[config.mk]
export PLATFORM = sky130hd
export DESIGN_NAME = led_display_result_registers
export DESIGN_NICKNAME = d
export VERILOG_FILES = /design/src/core/led_result_pkg.sv /design/src/core/led_display_result_registers.sv /design/src/core/serial_slave.sv /design/src/core/peak_tracker.sv
export VERILOG_INCLUDE_DIRS = /design/src /design/src/core
export SDC_FILE = /design/constraint.sdc
export NUM_CORES = 1
export LEC_CHECK = 0
export ABC_AREA = 1
export BUFFER_PORTS_ARGS = -buffer_cell sky130_fd_sc_hd__buf_2
export CORE_MARGIN = 1.5
export CORE_UTILIZATION = 60
export DETAILED_ROUTE_END_ITERATION = 7
export HOLD_SLACK_MARGIN = 0.05
export PLACE_DENSITY = 0.9
export SETUP_SLACK_MARGIN = 0.15
export SLEW_MARGIN = 5
export SYNTH_ARGS = -nofsm -noshare
export SYNTH_HDL_FRONTEND = slang
export SYNTH_HIERARCHICAL = 1
export SYNTH_SLANG_ARGS = --single-unit
[constraint.sdc]
create_clock -name sys_clk -period 9.8 [get_ports sys_clk]
set_clock_uncertainty 0.05 [all_clocks]
set_input_delay 0 -clock sys_clk [delete_from_list [all_inputs] [get_ports sys_clk]]
set_output_delay 0 -clock sys_clk [all_outputs]
set_load 0.01 [all_outputs]
[src/core/led_result_regs.svh]
//
// Overview of operation
// - Bypass select drives segments from override registers
// - Stored zero lights segment, one blanks it
// - Mid override: 16-bit RW, bit0 zero
// - Sign bit zero shows minus, one plus
// - High override: 6-bit RW, reset zero
// - Leading-one bit drives B and C together
// - Final result subtracts signed custom offset
// - Upper result read-only, 16 MSBs, reset zero
// - Narrow variant uses result bits 15 to 4
// - Lower result holds four LSBs, upper nibble
// - Display data loads from result or host
// - Narrow variant display: twelve bits plus four
// - Peak register read-only, resets to negative full-scale
// - Peak copies first result, then keeps larger
// - Smaller result leaves peak unchanged
// - Clearing peak enable returns peak register to its reset value
// - Reset returns every register to default
// - Auto offset calibration while disable bit low
// - Enhanced calibration runs while start bit set
// - Source select routes host or conversion data
// - Peak enabled without hold displays peak
`ifndef LED_RESULT_REGS_SVH
`define LED_RESULT_REGS_SVH

`define IDX_SEG_MID 4'h1
`define IDX_SEG_HIGH 4'h2
`define IDX_CUSTOM_OFFSET 4'h3
`define IDX_RESULT_UPPER 4'h4
`define IDX_RESULT_LOWER 4'h5
`define IDX_DISPLAY_DATA 4'h6
`define IDX_PEAK 4'h7

`define SEG_MID_RESET 16'h0000
`define SEG_HIGH_RESET 6'h00
`define CUSTOM_OFFSET_RESET 16'h0000
`define RESULT_UPPER_RESET 16'h0000
`define RESULT_LOWER_RESET 8'h00
`define DISPLAY_DATA_RESET 16'h0000
`define PEAK_RESET 16'hB1E0

`define SEG_MID_STORE_MASK 16'hFFFE
`define SEG_MID_LIT_MASK_WIDE 16'hEFF6
`define SEG_MID_LIT_MASK_NARROW 16'h0FF6
`define SEG_MID_SIGN_BIT 12
`define SEG_HIGH_LEAD_BIT 5
`define NARROW_DATA_MASK 16'hFFF0

`define FRAME_CMD_LAST 5'h07
`define FRAME_DATA_LAST 5'h17
`define CMD_READ_BIT 7

`endif

[src/core/led_result_pkg.sv]
package led_result_pkg;
	typedef enum logic [3:0] {
		ST_IDLE = 4'b0001,
		ST_CMD = 4'b0010,
		ST_DATA = 4'b0100,
		ST_WAIT = 4'b1000
	} serial_state_t;
	typedef logic [3:0] reg_index_t;
	typedef logic [15:0] reg_word_t;
endpackage

[src/core/led_display_result_registers.sv]
`timescale 1ns/10ps
`default_nettype none
`include "led_result_regs.svh"
module led_display_result_registers
	import led_result_pkg::*;
#(
	parameter bit WIDE_VARIANT = 1'b1
)
(
	input wire logic sys_clk,
	input wire logic rst_n,
	input wire logic clk_en,
	input wire logic serial_clk,
	input wire logic serial_cs_n,
	input wire logic serial_din,
	output logic serial_dout,
	output logic serial_dout_oe_n,
	input wire logic display_bypass_select,
	input wire logic display_source_select,
	input wire logic hold_enable,
	input wire logic peak_enable,
	input wire logic auto_offset_disable,
	input wire logic enhanced_offset_start,
	input wire logic conv_valid,
	input wire logic [19:0] conv_data,
	output logic auto_offset_cal_active,
	output logic enhanced_cal_run,
	output logic result_strobe,
	output logic [19:0] final_result,
	output logic [15:0] display_value,
	output logic direct_segments_active,
	output logic [15:0] seg_lit_mid,
	output logic [4:0] seg_lit_high,
	output logic sign_minus_lit,
	output logic sign_plus_lit,
	output logic lead_b_lit,
	output logic lead_c_lit
);
	logic rst_meta_n;
	logic rst_sync_n;

	reg_word_t segment_override_mid;
	logic [5:0] segment_override_high;
	reg_word_t custom_offset;
	reg_word_t result_upper;
	logic [7:0] result_lower;
	reg_word_t display_data;
	reg_word_t peak_value;

	reg_index_t access_index;
	reg_word_t read_data;
	logic write_strobe;
	reg_word_t write_data;

	logic [19:0] next_result;
	reg_word_t next_result_upper;
	logic [7:0] next_result_lower;
	logic peak_shown;
	reg_word_t mid_lit_mask;
	logic [15:0] next_seg_lit_mid;

	// Release is synchronous so no flop sees a ragged reset edge
	always_ff @(posedge sys_clk or negedge rst_n) begin
		if (!rst_n) begin
			rst_meta_n <= 1'b0;
			rst_sync_n <= 1'b0;
		end else if (clk_en) begin
			rst_meta_n <= 1'b1;
			rst_sync_n <= rst_meta_n;
		end
	end

	serial_slave u_serial (
		.sys_clk(sys_clk),
		.rst_sync_n(rst_sync_n),
		.clk_en(clk_en),
		.serial_clk(serial_clk),
		.serial_cs_n(serial_cs_n),
		.serial_din(serial_din),
		.serial_dout(serial_dout),
		.serial_dout_oe_n(serial_dout_oe_n),
		.access_index(access_index),
		.read_data(read_data),
		.write_strobe(write_strobe),
		.write_data(write_data)
	);

	// Segment override storage
	always_ff @(posedge sys_clk or negedge rst_sync_n) begin
		if (!rst_sync_n) begin
			segment_override_mid <= `SEG_MID_RESET;
		end else if (clk_en) begin
			if (write_strobe && access_index == `IDX_SEG_MID) begin
				segment_override_mid <= write_data & `SEG_MID_STORE_MASK;
			end
		end
	end

	always_ff @(posedge sys_clk or negedge rst_sync_n) begin
		if (!rst_sync_n) begin
			segment_override_high <= `SEG_HIGH_RESET;
		end else if (clk_en) begin
			if (write_strobe && access_index == `IDX_SEG_HIGH) begin
				segment_override_high <= write_data[5:0];
			end
		end
	end

	always_ff @(posedge sys_clk or negedge rst_sync_n) begin
		if (!rst_sync_n) begin
			custom_offset <= `CUSTOM_OFFSET_RESET;
		end else if (clk_en) begin
			if (write_strobe && access_index == `IDX_CUSTOM_OFFSET) begin
				custom_offset <= write_data;
			end
		end
	end

	// Offset is in upper-register units, so it lines up with bit 4
	always_comb begin
		next_result = conv_data - {custom_offset, 4'h0};
		if (WIDE_VARIANT) begin
			next_result_upper = next_result[19:4];
		end else begin
			next_result_upper = next_result[19:4] & `NARROW_DATA_MASK;
		end
		next_result_lower = {next_result[3:0], 4'h0};
	end

	always_ff @(posedge sys_clk or negedge rst_sync_n) begin
		if (!rst_sync_n) begin
			result_upper <= `RESULT_UPPER_RESET;
			result_lower <= `RESULT_LOWER_RESET;
		end else if (clk_en) begin
			if (conv_valid) begin
				result_upper <= next_result_upper;
				result_lower <= next_result_lower;
			end
		end
	end

	always_ff @(posedge sys_clk or negedge rst_sync_n) begin
		if (!rst_sync_n) begin
			final_result <= 20'h00000;
			result_strobe <= 1'b0;
		end else if (clk_en) begin
			result_strobe <= conv_valid;
			if (conv_valid) begin
				final_result <= {next_result_upper, next_result[3:0]};
			end
		end
	end

	peak_tracker u_peak (
		.sys_clk(sys_clk),
		.rst_sync_n(rst_sync_n),
		.clk_en(clk_en),
		.track_enable(peak_enable),
		.sample_valid(conv_valid),
		.sample(next_result_upper),
		.peak(peak_value)
	);

	assign peak_shown = peak_enable & ~hold_enable;

	// Host writes only land while the host owns the display source
	always_ff @(posedge sys_clk or negedge rst_sync_n) begin
		if (!rst_sync_n) begin
			display_data <= `DISPLAY_DATA_RESET;
		end else if (clk_en) begin
			if (display_source_select) begin
				if (write_strobe && access_index == `IDX_DISPLAY_DATA) begin
					if (WIDE_VARIANT) begin
						display_data <= write_data;
					end else begin
						display_data <= write_data & `NARROW_DATA_MASK;
					end
				end
			end else if (conv_valid && !hold_enable && !peak_shown) begin
				display_data <= next_result_upper;
			end
		end
	end

	always_ff @(posedge sys_clk or negedge rst_sync_n) begin
		if (!rst_sync_n) begin
			display_value <= `DISPLAY_DATA_RESET;
		end else if (clk_en) begin
			if (peak_shown) begin
				display_value <= peak_value;
			end else begin
				display_value <= display_data;
			end
		end
	end

	// Digit 3 and its extras only exist on the wide variant
	assign mid_lit_mask = WIDE_VARIANT ? `SEG_MID_LIT_MASK_WIDE : `SEG_MID_LIT_MASK_NARROW;

	genvar seg_bit;
	generate
		for (seg_bit = 0; seg_bit < 16; seg_bit = seg_bit + 1) begin : g_mid_seg
			always_comb begin
				next_seg_lit_mid[seg_bit] = display_bypass_select & mid_lit_mask[seg_bit]
					& ~segment_override_mid[seg_bit];
			end
		end
	endgenerate

	always_ff @(posedge sys_clk or negedge rst_sync_n) begin
		if (!rst_sync_n) begin
			direct_segments_active <= 1'b0;
			seg_lit_mid <= 16'h0000;
		end else if (clk_en) begin
			direct_segments_active <= display_bypass_select;
			seg_lit_mid <= next_seg_lit_mid;
		end
	end

	always_ff @(posedge sys_clk or negedge rst_sync_n) begin
		if (!rst_sync_n) begin
			seg_lit_high <= 5'h00;
		end else if (clk_en) begin
			if (display_bypass_select && WIDE_VARIANT) begin
				seg_lit_high <= ~segment_override_high[4:0];
			end else begin
				seg_lit_high <= 5'h00;
			end
		end
	end

	// Sign is a single element: in bypass exactly one of minus or plus is lit, otherwise both are dark
	always_ff @(posedge sys_clk or negedge rst_sync_n) begin
		if (!rst_sync_n) begin
			sign_minus_lit <= 1'b0;
			sign_plus_lit <= 1'b0;
		end else if (clk_en) begin
			if (display_bypass_select) begin
				sign_minus_lit <= ~segment_override_mid[`SEG_MID_SIGN_BIT];
				sign_plus_lit <= segment_override_mid[`SEG_MID_SIGN_BIT];
			end else begin
				sign_minus_lit <= 1'b0;
				sign_plus_lit <= 1'b0;
			end
		end
	end

	always_ff @(posedge sys_clk or negedge rst_sync_n) begin
		if (!rst_sync_n) begin
			lead_b_lit <= 1'b0;
			lead_c_lit <= 1'b0;
		end else if (clk_en) begin
			if (display_bypass_select) begin
				lead_b_lit <= ~segment_override_high[`SEG_HIGH_LEAD_BIT];
				lead_c_lit <= ~segment_override_high[`SEG_HIGH_LEAD_BIT];
			end else begin
				lead_b_lit <= 1'b0;
				lead_c_lit <= 1'b0;
			end
		end
	end

	// Result and peak registers have no write decode at all
	always_comb begin
		case (access_index)
			`IDX_SEG_MID: begin
				read_data = segment_override_mid;
			end
			`IDX_SEG_HIGH: begin
				read_data = {10'h000, segment_override_high};
			end
			`IDX_CUSTOM_OFFSET: begin
				read_data = custom_offset;
			end
			`IDX_RESULT_UPPER: begin
				read_data = result_upper;
			end
			`IDX_RESULT_LOWER: begin
				read_data = {8'h00, result_lower};
			end
			`IDX_DISPLAY_DATA: begin
				read_data = display_data;
			end
			`IDX_PEAK: begin
				read_data = peak_value;
			end
			default: begin
				read_data = 16'h0000;
			end
		endcase
	end

	// Calibration control toward the converter core
	always_ff @(posedge sys_clk or negedge rst_sync_n) begin
		if (!rst_sync_n) begin
			auto_offset_cal_active <= 1'b0;
			enhanced_cal_run <= 1'b0;
		end else if (clk_en) begin
			auto_offset_cal_active <= ~auto_offset_disable;
			enhanced_cal_run <= enhanced_offset_start;
		end
	end
endmodule
`default_nettype wire

[src/core/serial_slave.sv]
`timescale 1ns/10ps
`default_nettype none
`include "led_result_regs.svh"
module serial_slave
	import led_result_pkg::*;
(
	input wire logic sys_clk,
	input wire logic rst_sync_n,
	input wire logic clk_en,
	input wire logic serial_clk,
	input wire logic serial_cs_n,
	input wire logic serial_din,
	output logic serial_dout,
	output logic serial_dout_oe_n,
	output reg_index_t access_index,
	input wire reg_word_t read_data,
	output logic write_strobe,
	output reg_word_t write_data
);
	logic [2:0] meta;
	logic [2:0] sync;
	logic clk_prev;
	serial_state_t state;
	logic [4:0] bit_count;
	logic [15:0] rx_shift;
	logic [15:0] tx_shift;
	logic is_read;
	logic load_pending;
	logic clk_rise;
	logic clk_fall;
	assign clk_rise = sync[0] & ~clk_prev;
	assign clk_fall = ~sync[0] & clk_prev;
	always_ff @(posedge sys_clk or negedge rst_sync_n) begin
		if (!rst_sync_n) begin
			meta <= 3'h6;
			sync <= 3'h6;
			clk_prev <= 1'b0;
		end else if (clk_en) begin
			meta <= {serial_din, serial_cs_n, serial_clk};
			sync <= meta;
			clk_prev <= sync[0];
		end
	end
	always_ff @(posedge sys_clk or negedge rst_sync_n) begin
		if (!rst_sync_n) begin
			state <= ST_IDLE;
			bit_count <= 5'h00;
			rx_shift <= 16'h0000;
			tx_shift <= 16'h0000;
			is_read <= 1'b0;
			load_pending <= 1'b0;
			access_index <= 4'h0;
			write_strobe <= 1'b0;
			write_data <= 16'h0000;
			serial_dout <= 1'b0;
			serial_dout_oe_n <= 1'b1;
		end else if (clk_en) begin
			write_strobe <= 1'b0;
			load_pending <= 1'b0;
			if (sync[1]) begin
				state <= ST_IDLE;
				bit_count <= 5'h00;
				serial_dout_oe_n <= 1'b1;
			end else begin
				case (state)
					ST_IDLE: begin
						state <= ST_CMD;
					end
					ST_CMD: begin
						if (clk_rise) begin
							rx_shift <= {rx_shift[14:0], sync[2]};
							bit_count <= bit_count + 5'h01;
							if (bit_count == `FRAME_CMD_LAST) begin
								is_read <= rx_shift[`CMD_READ_BIT - 1];
								access_index <= {rx_shift[2:0], sync[2]};
								load_pending <= rx_shift[`CMD_READ_BIT - 1];
								state <= ST_DATA;
							end
						end
					end
					ST_DATA: begin
						// Read data sampled one cycle after the index settles
						// First fall re-presents bit 15 so the 9th rise still sees it
						if (load_pending) begin
							serial_dout <= read_data[15];
							tx_shift <= read_data;
							serial_dout_oe_n <= 1'b0;
						end else if (clk_fall && is_read) begin
							serial_dout <= tx_shift[15];
							tx_shift <= {tx_shift[14:0], 1'b0};
						end
						if (clk_rise) begin
							rx_shift <= {rx_shift[14:0], sync[2]};
							bit_count <= bit_count + 5'h01;
							if (bit_count == `FRAME_DATA_LAST) begin
								write_strobe <= ~is_read;
								write_data <= {rx_shift[14:0], sync[2]};
								state <= ST_WAIT;
							end
						end
					end
					ST_WAIT: begin
						if (clk_fall) begin
							serial_dout_oe_n <= 1'b1;
						end
					end
					default: begin
						state <= ST_IDLE;
					end
				endcase
			end
		end
	end
endmodule
`default_nettype wire

[src/core/peak_tracker.sv]
`timescale 1ns/10ps
`default_nettype none
`include "led_result_regs.svh"
module peak_tracker
	import led_result_pkg::*;
(
	input wire logic sys_clk,
	input wire logic rst_sync_n,
	input wire logic clk_en,
	input wire logic track_enable,
	input wire logic sample_valid,
	input wire reg_word_t sample,
	output reg_word_t peak
);
	logic armed;
	always_ff @(posedge sys_clk or negedge rst_sync_n) begin
		if (!rst_sync_n) begin
			peak <= `PEAK_RESET;
			armed <= 1'b0;
		end else if (clk_en) begin
			if (!track_enable) begin
				peak <= `PEAK_RESET;
				armed <= 1'b0;
			end else if (sample_valid) begin
				armed <= 1'b1;
				if (!armed) begin
					peak <= sample;
				end else if ($signed(sample) > $signed(peak)) begin
					peak <= sample;
				end
				// Equal or smaller samples fall through untouched
			end
		end
	end
endmodule
`default_nettype wire

==> impl_results.md <==
- Worst Path Arrival: 4.13 ns
- Starting Density: 0.6202
- Clock root buffer: clkbuf_16
- Internal Pwr Total: 1.610 mW
- FP Rows: 48
- Antenna-violating nets left: 0
- YS warnings: 6
- Yosys reg bits: 205
- Detailed Route WL: 29730 um
- GRT Util Overall: 0.3197
- Syn Area/Cell: 7.809 um2
- RSZ-0062 raised after global routing: no
- TritonCTS clock tree: yes
- Layout Nets: 1547
- Final setup fails: 0
- Number of remaining DRC errors: 0
- Psw: 686.2 uW
- Most used cell, CP: nand2_1
- Clock share of power: 0.377
- Largest net degree at the start of global routing: 150
- Ys flop type: dfrtp_1
- Finished Cell Area: 0.01231 mm2
- Fmax: 268.6 MHz
- Via density: 5.665
- Layout cells sized above 1: 0.1436
- Ant. Diodes: 0
- Die area: 0.01888 mm2
- Post-synthesis sequential area ratio: 0.4748
- Total gr overflow: 0
- Worst Path Required: 10.21 ns
- Commonest cells post-synth: nand2_1 (441), dfrtp_1 (192), inv_1 (168)
- Layout area overhead: 13.56%
- IO Count: 100
- Chip height: 137.4 um
- Core Region: 0.01748 mm2
- Final TNS setup: 0 ns
- Mapped Area: 0.01084 mm2
- Switch share: 0.2988
- Post-Syn Instances: 1388
- 1st-iter DRT viols: 929
- Netlist cell types: 47
- Cell with the most instances after synthesis: nand2_1
- Leak Pwr: 6.166 nW
- First-pass GRT wire length: 46270 um
- Post-synth EDFFs: 0
- CTS Buffer Depth: 3
- Clock Latency Late Sink: 0.52 ns
- Chip width: 137.4 um
- Seq pwr share: 0.454
- Worst min path class: input port to register
- Nature of the critical path endpoint: register
- CTS Buf Count: 22
- Pwr dens: 186.6 mW/mm2
- HPWL Detailed: 20660 um
- Clock-pin slew on the worst setup and hold paths: 0.06 ns
- Ys async rst share: 1.000
- Worst Max-Slew Pin Slew: 0.9835 ns
- MaxCap Viol Count: 0
- Synth area leader: dfrtp_1
- Post-CTS setup buffer count: 0
- Total chip power: 2.297 mW
- Crit Path Max Fanout: 17
- Routability cong.: 0.9653
- Status: complete, no violations
- WL/cell: 17.27 um
- PortBufs: 96
- Sink Count: 205
- DP Area: 0.01129 mm2
- Final hold viol count: 0
- Slew Limit Headroom: 0.3427
- Logic gate share of total power: 0.169
- H-tree depth: 1
- DRT Pass-1 Iters: 6
- Kind of critical path: register to register
- Min Tclk post-route: 3.723 ns
- Max rail drop VDD: 150.5 uV
- Vias: 9755
- Max incr delay on CP: 0.58 ns
- Final Max Tran Viols: 0
- Crit path cell chain: inv_1 -> ha_1 -> nand2_1 -> inv_1 -> a21oi_1 -> nand2_1 -> xor2_1 -> ha_1 -> nand2_1 -> nor2_1 -> nor2_1 -> nand2_1 -> nand2_1 -> nand2_1 -> nand2_1 -> nand3_2 -> nand2_4 -> nand3_1 -> dlygate4sd3_1 -> nand2_1
- Post-synth top area share: 0.4433
- Tcrit/Tclk final: 0.3799
- Vias in the first global route: 9144
- Largest cells by area after synthesis: dfrtp_1 (44%), nand2_1 (15%), o21ai_0 (6.2%)
- Worst path slowest cell: dlygate4sd3_1
- Initial antenna violation count: 0
- Post-CTS Hold Buffers: 26
- Post_cts resized: 0
- Critical Path Start Type: register
-- power by group through the flow --
stage          logic [mW]  clock network [mW]  registers (mW)
6_report            0.388               0.865            1.04
5_1_grt             0.437               0.903            1.06
4_1_cts             0.384               0.871            1.04
3_5_place_dp        0.370                   0            1.05
3_3_place_gp        0.357                   0            1.05
2_1_floorplan       0.242                   0            1.06
-- worst paths after layout --
check | from | to | slack (ns) | cells past startpoint
max | custom_offset[6]$_DFFE_PN0P_ | u_peak/peak[5]$_DFFE_PN1P_ | 6.08 | 20
min reg2reg | rst_sync_n$_DFFE_PN0P_ | result_upper[3]$_DFFE_PN0P_ | 0.34 | 0
max reg2reg | custom_offset[6]$_DFFE_PN0P_ | u_peak/peak[5]$_DFFE_PN1P_ | 6.08 | 20
min in group asynchronous | rst_n | rst_meta_n$_DFFE_PN0P_ | 0.30 | 3
max in group asynchronous | rst_sync_n$_DFFE_PN0P_ | u_serial/write_data[9]$_DFFE_PN0P_ | 8.10 | 1
min | conv_data[10] | display_data[6]$_DFFE_PN0P_ | 0.08 | 5
-- logic make-up after synthesis --
logic type,Yosys count,share of synthesized area
compound gates,260,0.1321
buf+inv,240,0.09569
fa+ha+maj,33,0.03879
simple gates,640,0.2511
other cells,1,0.0003460
flops,205,0.4748
xor+xnor,9,0.007273
-- sequential cells by signal (all words and copies together), names as in the netlist, 3 cells and up --
| name | count |
|---|---|
| seg_lit_mid | 13 |
| u_peak/peak | 16 |
| segment_override_mid | 15 |
| u_serial/sync | 3 |
| result_upper | 16 |
| custom_offset | 16 |
| u_serial/access_index | 4 |
| u_serial/meta | 3 |
| display_data | 16 |
| seg_lit_high | 5 |
| final_result | 4 |
| u_serial/bit_count | 5 |
| u_serial/tx_shift | 16 |
| segment_override_high | 6 |
| u_serial/rx_shift | 15 |
| u_serial/write_data | 16 |
| display_value | 16 |
| u_serial/state | 4 |
-- stage by stage --
step                hold WS, ns  std cells  setup slack [ns]  utilization
floorplan               -0.3456       1390             3.617            -
global placement        -0.2628       1656             6.542       0.6462
detailed placement      -0.2588       1656             6.559       0.6462
CTS                     0.05753       1722             6.168       0.7043
global route             0.1200       1722             5.872       0.7043
finish                  0.08147       1722             6.077       0.7043
-- worst max-delay path, delay by kind of cell, from the launching register on --
kind	cells	cell delay [ns]
adders and majority gates	2	0.66
DFF	1	0.39
xor gates and xnor gates	1	0.42
AOI/OAI and AO/OA	1	0.16
buffers and inverters	3	0.72
and+or+nand+nor	13	1.27
-- cell usage in the layout, fill, tap and decap left out, drive strengths merged, types with 10 or more instances in the layout --
master and n:
nor2 68, ha 32, dlygate4sd3 26, buf 99
nand2 458, dfrtp 192, inv 180, nand3 98
clkinv 10, clkbuf 28, a21oi 40, dfstp 13
o21ai 198
-- routing by layer --
metal	GRT usage	part of all wire
met1	0.4321	0.42
met2	0.5175	0.46
met3	0.04489	0.075
met4	0.1368	0.042
met5	0	0
-- cell type report --
class | instances | area [um2]
fill | 1338 | 5167
clock inverter | 12 | 152.6
inverter | 182 | 683.2
multi-input combinational | 945 | 4663
sequential | 205 | 5150
timing repair buffer | 125 | 775.7
clock buffer | 28 | 603.1
tap | 225 | 281.5
Power figures use the tool's default switching activity.
